<file path="config.mk">
export PLATFORM = sky130hd
export DESIGN_NAME = add_and_literal_file_alu
export DESIGN_NICKNAME = d
export VERILOG_FILES = /design/src/design/alu_pkg.sv /design/src/design/alu_core.sv /design/src/design/add_and_literal_file_alu.sv
export SDC_FILE = /design/constraint.sdc
export NUM_CORES = 1
export LEC_CHECK = 0
export BUFFER_PORTS_ARGS = -buffer_cell sky130_fd_sc_hd__buf_2
export CAP_MARGIN = 10
export CORE_ASPECT_RATIO = 0.75
export CORE_UTILIZATION = 30
export DETAILED_ROUTE_END_ITERATION = 7
export GPL_TIMING_DRIVEN = 0
export PLACE_DENSITY_LB_ADDON = 0.05
export SYNTH_ARGS = -nofsm -noshare
export SYNTH_HDL_FRONTEND = slang
export SYNTH_HIERARCHICAL = 1
export SYNTH_SLANG_ARGS = --single-unit
</file>
<file path="constraint.sdc">
create_clock -name I_CLK_SYS -period 2 [get_ports I_CLK_SYS]
set_input_delay 0.2 -clock I_CLK_SYS [delete_from_list [all_inputs] [get_ports I_CLK_SYS]]
set_output_delay 0.2 -clock I_CLK_SYS [all_outputs]
set_load 0.01 [all_outputs]
</file>
<file path="src/design/alu_pkg.sv">
/*
  Shared constants and types for the add/and datapath block: APB register
  map, status field positions, reset values, opcode prefixes, phase and
  operation encodings, and the structs that carry flags and results.
  Assumes a 32-bit APB bus with byte addresses and one word per register.
*/
package alu_pkg;

  // APB geometry
  localparam int unsigned APB_AW = 8;
  localparam int unsigned APB_DW = 32;

  // Register byte offsets
  localparam logic [APB_AW-1:0] REG_INSTR = 8'h00;
  localparam logic [APB_AW-1:0] REG_ACC = 8'h04;
  localparam logic [APB_AW-1:0] REG_STATUS = 8'h08;
  localparam logic [APB_AW-1:0] REG_RESULT = 8'h0C;
  localparam logic [APB_AW-1:0] REG_COUNT = 8'h10;
  localparam logic [APB_AW-1:0] REG_PHASE = 8'h14;

  // Status register fields
  localparam int unsigned ST_C = 0;
  localparam int unsigned ST_NIBBLE = 1;
  localparam int unsigned ST_Z = 2;
  localparam int unsigned ST_BUSY = 3;
  localparam int unsigned ST_ILLEGAL = 4;
  localparam int unsigned ST_DONE = 5;

  // Result register fields
  localparam int unsigned RES_DEST = 8;
  localparam int unsigned RES_FADDR_LSB = 9;

  // Instruction word geometry
  localparam int unsigned INSTR_W = 14;
  localparam int unsigned DATA_W = 8;
  localparam int unsigned FADDR_W = 7;
  localparam int unsigned DEST_BIT = 7;
  localparam int unsigned COUNT_W = 16;

  // Opcode prefixes, upper bits of the instruction word
  localparam logic [4:0] ADD_IMM_PFX = 5'h1F;
  localparam logic [5:0] AND_IMM_PFX = 6'h39;
  localparam logic [5:0] ADD_FILE_PFX = 6'h07;
  localparam logic [5:0] AND_FILE_PFX_DEF = 6'h05;

  // Reset values
  localparam logic [DATA_W-1:0] ACC_RST = 8'h00;
  localparam logic [INSTR_W-1:0] INSTR_RST = 14'h0000;

  typedef enum logic [2:0] {
    OP_NONE = 3'b000,
    OP_ADD_IMM = 3'b001,
    OP_AND_IMM = 3'b010,
    OP_ADD_FILE = 3'b011,
    OP_AND_FILE = 3'b100
  } op_e;

  typedef enum logic [2:0] {
    PH_IDLE = 3'b000,
    PH_DECODE = 3'b001,
    PH_READ = 3'b010,
    PH_PROC = 3'b011,
    PH_WRITE = 3'b100
  } phase_e;

  // Bit order matches the status register: z at 2, nibble at 1, c at 0
  typedef struct packed {
    logic z;
    logic nibble_carry_flag;
    logic c;
  } flags_s;

  typedef struct packed {
    op_e op;
    logic dest;
    logic [FADDR_W-1:0] faddr;
    logic [DATA_W-1:0] lit;
  } decoded_s;

  typedef struct packed {
    logic [DATA_W-1:0] res;
    flags_s flags;
  } alu_out_s;

  localparam flags_s FLAGS_RST = 3'b000;

endpackage : alu_pkg

</file>
<file path="src/design/alu_core.sv">
/*
  Combinational arithmetic/logic unit for the add and and operations.
  Assumes the caller registers the output and decides when flags commit.
*/
`timescale 1ns/100ps
module alu_core (
  // Operation and operands
  input wire alu_pkg::op_e i_op,
  input wire logic [alu_pkg::DATA_W-1:0] i_a,
  input wire logic [alu_pkg::DATA_W-1:0] i_b,
  input wire alu_pkg::flags_s i_flags,
  // Result with updated flags
  output alu_pkg::alu_out_s o_out
);
  import alu_pkg::*;

  function automatic logic is_zero(input logic [DATA_W-1:0] v);
    is_zero = (v == 8'h00);
  endfunction : is_zero

  logic [DATA_W:0] full_sum;
  logic [4:0] low_sum;

  always_comb begin
    full_sum = {1'b0, i_a} + {1'b0, i_b};
    low_sum = {1'b0, i_a[3:0]} + {1'b0, i_b[3:0]};
    o_out.res = i_a;
    o_out.flags = i_flags;
    case (i_op)
      OP_ADD_IMM, OP_ADD_FILE: begin
        o_out.res = full_sum[DATA_W-1:0]; // RQ1
        o_out.flags.c = full_sum[DATA_W]; // RQ8
        o_out.flags.nibble_carry_flag = low_sum[4]; // RQ8
        o_out.flags.z = is_zero(full_sum[DATA_W-1:0]); // RQ4
      end
      OP_AND_IMM, OP_AND_FILE: begin
        // Carry bits pass through untouched
        o_out.res = i_a & i_b; // RQ2
        o_out.flags.z = is_zero(i_a & i_b); // RQ6
      end
      default: begin
        o_out.res = i_a;
      end
    endcase
  end

endmodule : alu_core

</file>
<file path="src/design/add_and_literal_file_alu.sv">
/*
  Four-phase execution unit for add/and with literal or file operand,
  with an APB register interface and a port to an external file register.
  Assumes the file register answers a read combinationally in the same
  cycle as the read strobe, on the same clock as this block.
*/
// What this block does
// (RQ1) Add-immediate opcode adds literal to accumulator, updates C, nibble, Z.
// (RQ2) And-immediate opcode ANDs literal into accumulator, only Z changes.
// (RQ3) Add-file opcode carries dest bit and 7-bit address, adds file to acc.
// (RQ4) Add-file updates carry, nibble carry and zero from its sum.
// (RQ5) File ops write accumulator when dest is 0, file register when 1.
// (RQ6) And-file ANDs accumulator with file, result to dest, only Z changes.
// (RQ7) One word, four cycles: decode, read, process, write phases in order.
// (RQ8) Z set on zero result; carry from bit 7, nibble carry from bit 3.
`timescale 1ns/100ps
module add_and_literal_file_alu #(
  parameter logic [5:0] AND_FILE_PFX = alu_pkg::AND_FILE_PFX_DEF
) (
  // Clock and reset
  input wire logic I_CLK_SYS,
  input wire logic I_RST_N,
  // APB slave
  input wire logic I_PSEL,
  input wire logic I_PENABLE,
  input wire logic I_PWRITE,
  input wire logic [alu_pkg::APB_AW-1:0] I_PADDR,
  input wire logic [alu_pkg::APB_DW-1:0] I_PWDATA,
  output logic [alu_pkg::APB_DW-1:0] O_PRDATA,
  output logic O_PREADY,
  output logic O_PSLVERR,
  // File register port
  output logic [alu_pkg::FADDR_W-1:0] O_FILE_ADDR,
  output logic O_FILE_RE,
  input wire logic [alu_pkg::DATA_W-1:0] I_FILE_RDATA,
  output logic O_FILE_WE,
  output logic [alu_pkg::DATA_W-1:0] O_FILE_WDATA,
  // Core state
  output logic O_BUSY,
  output alu_pkg::flags_s O_FLAGS
);
  import alu_pkg::*;

  function automatic logic is_mapped(input logic [APB_AW-1:0] a);
    case (a)
      REG_INSTR, REG_ACC, REG_STATUS: is_mapped = 1'b1;
      REG_RESULT, REG_COUNT, REG_PHASE: is_mapped = 1'b1;
      default: is_mapped = 1'b0;
    endcase
  endfunction : is_mapped

  function automatic logic is_writable(input logic [APB_AW-1:0] a);
    is_writable = (a == REG_INSTR) || (a == REG_ACC) || (a == REG_STATUS);
  endfunction : is_writable

  // Words outside the four prefixes decode to OP_NONE; the sequencer then
  // drops back to idle after decode and the word is flagged as illegal
  function automatic decoded_s decode(input logic [INSTR_W-1:0] w,
                                      input logic [5:0] and_file);
    decode.dest = w[DEST_BIT];
    decode.faddr = w[FADDR_W-1:0];
    decode.lit = w[DATA_W-1:0];
    if (w[13:9] == ADD_IMM_PFX) begin
      decode.op = OP_ADD_IMM; // RQ1
    end else if (w[13:8] == AND_IMM_PFX) begin
      decode.op = OP_AND_IMM; // RQ2
    end else if (w[13:8] == ADD_FILE_PFX) begin
      decode.op = OP_ADD_FILE; // RQ3
    end else if (w[13:8] == and_file) begin
      decode.op = OP_AND_FILE; // RQ6
    end else begin
      decode.op = OP_NONE;
    end
  endfunction : decode

  function automatic logic is_file_op(input op_e op);
    is_file_op = (op == OP_ADD_FILE) || (op == OP_AND_FILE);
  endfunction : is_file_op

  phase_e phase;
  phase_e next_phase;
  logic [INSTR_W-1:0] instr;
  decoded_s dec;
  logic [DATA_W-1:0] acc;
  flags_s flags;
  logic [DATA_W-1:0] operand;
  alu_out_s alu_out;
  alu_out_s result;
  logic illegal;
  logic done;
  logic [COUNT_W-1:0] retired;
  logic [DATA_W-1:0] last_res;
  logic last_dest;
  logic [FADDR_W-1:0] last_faddr;
  logic busy;
  logic access;
  logic wr_ok;
  logic bus_err;
  logic start;
  logic to_file;

  assign busy = (phase != PH_IDLE);
  assign access = I_PSEL && I_PENABLE;
  // Writes to state the datapath owns are refused mid-instruction, so
  // software can never race the write phase
  assign bus_err = !is_mapped(I_PADDR) ||
                   (I_PWRITE && (!is_writable(I_PADDR) || busy));
  assign wr_ok = access && I_PWRITE && !bus_err;
  assign start = wr_ok && (I_PADDR == REG_INSTR);
  assign to_file = is_file_op(dec.op) && dec.dest; // RQ5

  // No wait states: every register is ready in its first access cycle
  assign O_PREADY = 1'b1;
  assign O_PSLVERR = access && bus_err;
  assign O_BUSY = busy;
  assign O_FLAGS = flags;
  assign O_FILE_RE = (phase == PH_READ) && is_file_op(dec.op); // RQ7
  assign O_FILE_WE = (phase == PH_WRITE) && to_file; // RQ5
  // Driven from the decoded word, so it stays put from read to write phase
  assign O_FILE_ADDR = dec.faddr;

  // Flags feed back so the and ops keep the carry bits they do not touch
  alu_core alu_core_i (
    .i_op(dec.op),
    .i_a(acc),
    .i_b(operand),
    .i_flags(flags),
    .o_out(alu_out)
  );

  // Phase sequencer: one legal instruction word runs through four phases; an illegal one stops after decode
  always_comb begin
    next_phase = phase;
    case (phase)
      PH_IDLE: begin
        if (start) begin
          next_phase = PH_DECODE;
        end
      end
      PH_DECODE: begin
        if (decode(instr, AND_FILE_PFX).op == OP_NONE) begin
          next_phase = PH_IDLE;
        end else begin
          next_phase = PH_READ; // RQ7
        end
      end
      PH_READ: next_phase = PH_PROC; // RQ7
      PH_PROC: next_phase = PH_WRITE; // RQ7
      PH_WRITE: next_phase = PH_IDLE; // RQ7
      default: next_phase = PH_IDLE;
    endcase
  end

  always_ff @(posedge I_CLK_SYS) begin
    if (!I_RST_N) begin
      phase <= PH_IDLE;
    end else begin
      phase <= next_phase;
    end
  end

  // Instruction word capture
  always_ff @(posedge I_CLK_SYS) begin
    if (!I_RST_N) begin
      instr <= INSTR_RST;
    end else if (start) begin
      instr <= I_PWDATA[INSTR_W-1:0];
    end
  end

  // Decode phase
  always_ff @(posedge I_CLK_SYS) begin
    if (!I_RST_N) begin
      dec <= '0;
    end else if (phase == PH_DECODE) begin
      dec <= decode(instr, AND_FILE_PFX); // RQ7
    end
  end

  // Operand read phase: literal or addressed file register
  always_ff @(posedge I_CLK_SYS) begin
    if (!I_RST_N) begin
      operand <= 8'h00;
    end else if (phase == PH_READ) begin
      if (is_file_op(dec.op)) begin
        operand <= I_FILE_RDATA; // RQ3
      end else begin
        operand <= dec.lit; // RQ1
      end
    end
  end

  // Process phase
  always_ff @(posedge I_CLK_SYS) begin
    if (!I_RST_N) begin
      result <= '0;
    end else if (phase == PH_PROC) begin
      result <= alu_out; // RQ7
    end
  end

  // File write data is held from the process phase through the write
  always_ff @(posedge I_CLK_SYS) begin
    if (!I_RST_N) begin
      O_FILE_WDATA <= 8'h00;
    end else if (phase == PH_PROC) begin
      O_FILE_WDATA <= alu_out.res;
    end
  end

  // Accumulator: result in write phase unless routed to the file
  always_ff @(posedge I_CLK_SYS) begin
    if (!I_RST_N) begin
      acc <= ACC_RST;
    end else if (phase == PH_WRITE && !to_file) begin
      acc <= result.res; // RQ5
    end else if (wr_ok && I_PADDR == REG_ACC) begin
      acc <= I_PWDATA[DATA_W-1:0];
    end
  end

  // Flags commit in the write phase; the unit leaves unaffected bits alone
  always_ff @(posedge I_CLK_SYS) begin
    if (!I_RST_N) begin
      flags <= FLAGS_RST;
    end else if (phase == PH_WRITE) begin
      flags <= result.flags; // RQ8
    end else if (wr_ok && I_PADDR == REG_STATUS) begin
      flags.c <= I_PWDATA[ST_C];
      flags.nibble_carry_flag <= I_PWDATA[ST_NIBBLE];
      flags.z <= I_PWDATA[ST_Z];
    end
  end

  // Sticky flags, cleared by writing one; a new event wins over the clear
  always_ff @(posedge I_CLK_SYS) begin
    if (!I_RST_N) begin
      illegal <= 1'b0;
    end else if (phase == PH_DECODE &&
                 decode(instr, AND_FILE_PFX).op == OP_NONE) begin
      illegal <= 1'b1;
    end else if (wr_ok && I_PADDR == REG_STATUS && I_PWDATA[ST_ILLEGAL]) begin
      illegal <= 1'b0;
    end
  end

  always_ff @(posedge I_CLK_SYS) begin
    if (!I_RST_N) begin
      done <= 1'b0;
    end else if (phase == PH_WRITE) begin
      done <= 1'b1;
    end else if (wr_ok && I_PADDR == REG_STATUS && I_PWDATA[ST_DONE]) begin
      done <= 1'b0;
    end
  end

  // Retired instruction count and last result record
  always_ff @(posedge I_CLK_SYS) begin
    if (!I_RST_N) begin
      retired <= 16'h0000;
    end else if (phase == PH_WRITE) begin
      retired <= retired + 16'h0001;
    end
  end

  always_ff @(posedge I_CLK_SYS) begin
    if (!I_RST_N) begin
      last_res <= 8'h00;
      last_dest <= 1'b0;
      last_faddr <= 7'h00;
    end else if (phase == PH_WRITE) begin
      last_res <= result.res;
      last_dest <= to_file;
      last_faddr <= dec.faddr;
    end
  end

  // Read data is registered in the setup phase so it is stable in access
  always_ff @(posedge I_CLK_SYS) begin
    if (!I_RST_N) begin
      O_PRDATA <= 32'h0000_0000;
    end else if (I_PSEL && !I_PENABLE && !I_PWRITE) begin
      O_PRDATA <= 32'h0000_0000;
      case (I_PADDR)
        REG_INSTR: O_PRDATA[INSTR_W-1:0] <= instr;
        REG_ACC: O_PRDATA[DATA_W-1:0] <= acc;
        REG_STATUS: begin
          O_PRDATA[ST_Z:ST_C] <= flags;
          O_PRDATA[ST_BUSY] <= busy;
          O_PRDATA[ST_ILLEGAL] <= illegal;
          O_PRDATA[ST_DONE] <= done;
        end
        REG_RESULT: begin
          O_PRDATA[DATA_W-1:0] <= last_res;
          O_PRDATA[RES_DEST] <= last_dest;
          O_PRDATA[RES_FADDR_LSB+FADDR_W-1:RES_FADDR_LSB] <= last_faddr;
        end
        REG_COUNT: O_PRDATA[COUNT_W-1:0] <= retired;
        REG_PHASE: O_PRDATA[2:0] <= phase;
        default: O_PRDATA <= 32'h0000_0000;
      endcase
    end
  end

endmodule : add_and_literal_file_alu

</file>
Yosys cells after proc, flatten, opt, wreduce, memory -nomap -nowiden
Cells that the tools add are included.
Word-level totals
  bits in registers: 116
  output and inout port bits: 55
  word-level logic and storage cells: 113
Cells by class
  $add $sub $neg: 3
  eq/ne operators: 18
  multiplexer cells: 27
  bitwise operators: 1
  reductions and logical operators: 42
Operators by type and width (count)
  3-bit 2-to-1 mux: 9
  8-bit zero test: 3
  8-bit 2-to-1 mux: 3
  3-bit one-hot mux with 6 select lines: 1
  6-bit one-hot mux with 3 select lines: 1
  1-bit logical AND: 17
  16-bit by 1-bit adder with 16-bit output (second input constant): 1
  8-bit by 4-bit == test with 1-bit output (second input constant): 2
  8-bit by 5-bit == test with 1-bit output (second input constant): 2
  8-bit one-hot mux with 2 select lines: 1
  3-bit one-hot mux with 5 select lines: 1
  3-bit by 2-bit == test with 1-bit output (second input constant): 4
  6-bit by 3-bit == test with 1-bit output (second input constant): 2
  3-bit one-hot mux with 4 select lines: 1
  8-bit by 8-bit adder with 9-bit output: 1
  3-bit zero test: 3
  8-bit AND: 1
  8-bit by 3-bit == test with 1-bit output (second input constant): 1
  2-bit one-hot mux with 4 select lines: 1
  2-bit nonzero test: 4
  3-bit by 1-bit == test with 1-bit output (second input constant): 2
  3-bit == test (second input constant): 2
  6-bit == test (second input constant): 1
  1-bit zero test: 6
  other kinds (11): 21

Longest topological paths before layout
  depth after elaboration: 13
  gate-level depth with buffers: 9
  mapped depth without buffers: 9

Cells and area by module
The synthesis kept the hierarchy.
By module, submodules not included
  add_and_literal_file_alu: times used 1, cells each 608, area each 5104.9 um^2, seq. area each 2162.1 um^2
  alu_core: times used 1, cells each 120, area each 848.3 um^2, seq. area each 0.0 um^2

Worst setup path after synthesis
OpenSTA, ideal clock, no wires.
  path type: flip-flop to flip-flop
  start point: register acc[0]
  end point: register O_FILE_WDATA[6] (netlist bit)
  arrival: 1944 ps
  data required time: 1872 ps
  slack: -72 ps
  stages on the path, launching flop included: 10
  buffers on the path: 0
  cell sequence: dfxtp_1 > ha_1 > fa_1 > a211oi_1 > o21ai_0 > o211ai_2 > o21ai_1 > a211o_1 > mux2i_1 > nor2_1
RTL lines
  start, declared: RTL line add_and_literal_file_alu.sv:84  | logic [DATA_W-1:0] acc;
  start signal, assigned: RTL line add_and_literal_file_alu.sv:216  | acc <= result.res;
  start signal, assigned: RTL line add_and_literal_file_alu.sv:218  | acc <= I_PWDATA[DATA_W-1:0];
  end signal, assigned: RTL line add_and_literal_file_alu.sv:207  | O_FILE_WDATA <= alu_out.res;
  end, declared: RTL line add_and_literal_file_alu.sv:37  | output logic [alu_pkg::DATA_W-1:0] O_FILE_WDATA,

==> flow_summary.json <==
{
  "critPathRequiredTime_ps": 2240,
  "skew_ps": 6.62,
  "yosysWarnings": 6,
  "cpPeakStageDelay_ps": 380,
  "dr_wl_met3_um": 1540,
  "post-dp-hpwl_um": 16700,
  "die_w_um": 165,
  "multi_input_area_um2": 3620,
  "cp.arrival_ps": 2320,
  "grt_use_total_pct": 22.1,
  "async_flop_share_pct": 0,
  "path_max_fanout": 3,
  "ys_top_cells_by_count": "dfxtp_1, nand2_1, o21ai_0",
  "via_per_inst": 5.39,
  "power_leakage_nw": 2.90,
  "p_per_area_nw_per_um2": 581,
  "post_drt_wl_per_cell_um": 20.0,
  "ctsHtreeMaxLevel": 3,
  "ys_top_cells_by_area": "dfxtp_1, mux2i_1, o21ai_0, a21oi_1, nand2_1",
  "grt_setup_unrepaired": "true",
  "wl_met1_um": 11300,
  "cts_hold_buf": 0,
  "hp-start": "I_PWDATA[9]",
  "seqCellArea_um2": 2190,
  "drv_cap": 0,
  "synth_top_area_cell": "dfxtp_1",
  "synthCells": 728,
  "fin_crit_ps": 2080,
  "netlist.area_leader.share_pct": 36.3,
  "slew_violations": 0,
  "yosysMostFrequentCell": "dfxtp_1",
  "min_path_cells": 3,
  "overflow": 0,
  "avgSynthCellArea_um2": 8.18,
  "clockRootBuffer": "clkbuf_16",
  "worst-r2r-cell-count": 9,
  "synth.distinct_cells": 67,
  "highest_layer": "met5",
  "fp-row-count": 44,
  "peakVddDrop_mv": 0.326,
  "syn-cell-area_um2": 5950,
  "finalNetCount": 909,
  "crit_path_top_delay_cell": "dfxtp_4",
  "ys_seq_area_share_pct": 36.3,
  "crit_type": "flop to flop",
  "pre_cts_ws_ps": -750,
  "max_slew_margin_pct": 37.8,
  "crit_chain": "ha_4 > a21o_1 > nand4_1 > buf_4 > a211oi_4 > nor3_1 > a41o_1 > mux2i_1 > nor2_1",
  "setup_viol": 5,
  "core_um2": 19400,
  "ioPinCount": 108,
  "cts_buffer_depth": 2,
  "ys.flop_type": "dfxtp_1",
  "synth_edf_count": 0,
  "drtIter0Drc": 481,
  "grt_pass1_vias": 5404,
  "wl_met2_um": 8850,
  "gp_congestion": 0.868,
  "fin_crit_sh_pct": 104,
  "setup_tns_ps": -168,
  "drc": 0,
  "clock_insertion_delay_worst_skew_ps": 370,
  "nFillCells": 2039,
  "max_freq_mhz": 481,
  "firstDrtPassIters": 5,
  "io_buffer_count": 70,
  "grt_max_degree": 20,
  "failed_checks": "setup timing",
  "drive_gt1_share_pct": 26.4,
  "grt_pass1_wl_um": 33000,
  "hold_viol": 0,
  "end_kind": "flop",
  "hold_end": "instr[9]",
  "vias": 5943,
  "clk_pin_slew_worst_paths_ps": 80,
  "cts_tree": "yes",
  "tightestPinTransition_ps": 931,
  "antenna_cells": 0,
  "worst_slack_ps": -79.3,
  "ant_nets": 0,
  "r2r_end": "result[2]",
  "status": "finished with violations",
  "crit_path_start_kind": "flop",
  "wl_um": 22100,
  "start_util_pct": 30.7,
  "ys_seq_elements": 108,
  "dieHeight_um": 124,
  "antenna_found_initial": 0,
  "rr_startpoint": "acc[1]",
  "cts_sinks": 108,
  "dieArea_um2": 20400,
  "area_delta_synth_final_pct": 25.3,
  "cts_buffers": 9,
  "r2r_setup_slack_ps": -80,
  "hp-class": "input port to flop"
}
layout make-up:
cell class | count | share of cell area (%)
Multi-Input combinational cell | 547 | 48.6
Sequential cell | 108 | 29.3
Timing Repair Buffer | 93 | 7.01
Buffer | 75 | 6.09
Tap cell | 253 | 4.24
Clock buffer | 10 | 3.20
Clock inverter | 6 | 1.02
Inverter | 11 | 0.554
state kept, by name, summed over array words and instances (netlist names):
name and cells:
O_PRDATA 16, retired 16, instr 14, O_FILE_WDATA 8
acc 8, last_res 8, operand 8, last_faddr 7
O_FILE_ADDR 6, dec 5, O_FLAGS 3, phase 3
result 3, done 1, illegal 1, last_dest 1
placed cells by master, fill, tap and decap left out, types with 4 or more instances in the layout:
cell	count
nor3_1	15
ha_4	5
dfxtp_2	4
nand2_1	79
o211ai_1	5
and3_1	9
a32oi_1	4
dfxtp_1	99
conb_1	17
and2_1	5
a31oi_1	7
nor2_1	42
mux2_2	7
buf_4	56
or3_1	14
dfxtp_4	5
nor4_2	4
buf_2	77
o21ai_0	55
a311oi_1	9
nand3b_1	5
ha_1	4
nand2b_1	5
clkbuf_16	9
nand3_1	36
mux2i_1	36
clkbuf_1	22
a211oi_1	9
a22oi_1	13
clkbuf_2	5
xor2_1	9
nor3_2	5
a21oi_1	59
o22ai_1	5
a21o_1	5
o21ai_1	7
inv_1	9
nand4_1	8
layer usage:
metal | GRT usage, % | up-vias
li1 | - | 2849
met1 | 33.6 | 2850
met2 | 30.5 | 222
met3 | 5.26 | 20
met4 | 4.76 | 2
met5 | 2.02 | -
timing repair:
| action | in CTS | in global routing |
|---|---|---|
| cloned | 0 | 0 |
| setup endpoints to repair | 58 | 49 |
| resized for setup | 53 | 29 |
| setup buffers | 18 | 5 |
| pin swaps | 31 | 10 |
where the power goes:
part	switching [mW]	internal, mW
clock network	0.907	1.03
logic	0.163	0.0819
registers	0.00189	2.14
total	1.07	3.26
cell families after synthesis:
| family | Yosys count | synth area share (%) |
|---|---|---|
| adders and majority gates | 11 | 2.44 |
| and+or+nand+nor | 255 | 21.4 |
| DFF | 108 | 36.3 |
| other | 2 | 0.126 |
| xor gates and xnor gates | 11 | 1.62 |
| muxes | 46 | 8.51 |
| buffers and inverters | 88 | 7.92 |
| AOI/OAI and AO/OA | 207 | 21.7 |
critical path, delay by kind of cell, from the launching register on:
family / cells / cell delay [ps]
mux: 1 / 130
fa+ha+maj: 1 / 260
flops: 1 / 380
simple gates: 3 / 300
compound gates: 3 / 670
buf+inv: 1 / 210
worst max-delay path by stage:
| stage | to | cells after the start | slack (ps) | from |
|---|---|---|---|---|
| floorplan | result[2] | 9 | 1 | acc[0] |
| global placement | instr[2] | 7 | -680 | phase[2] |
| detailed placement | instr[5] | 7 | -750 | phase[2] |
| CTS | result[0] | 9 | -100 | operand[0] |
| global route | result[2] | 9 | -180 | operand[0] |
| finish | result[2] | 9 | -80 | acc[1] |
per-stage QoR:
stage | hold WS [ps] | power, mW | cells | cell area, um2 | utilization, %
5_1_grt | 95.4 | 4.47 | 1103 | 7460 | 38.5
4_1_cts | 76.4 | 4.36 | 1099 | 7330 | 37.8
2_1_floorplan | 352 | 2.34 | 743 | 6020 | -
3_5_place_dp | 443 | 2.44 | 1066 | 6680 | 34.5
3_3_place_gp | 446 | 2.44 | 1066 | 6680 | 34.5
6_report | 87.8 | 4.33 | 1103 | 7460 | 38.5
Note: power is estimated with default switching activity, not from simulation.
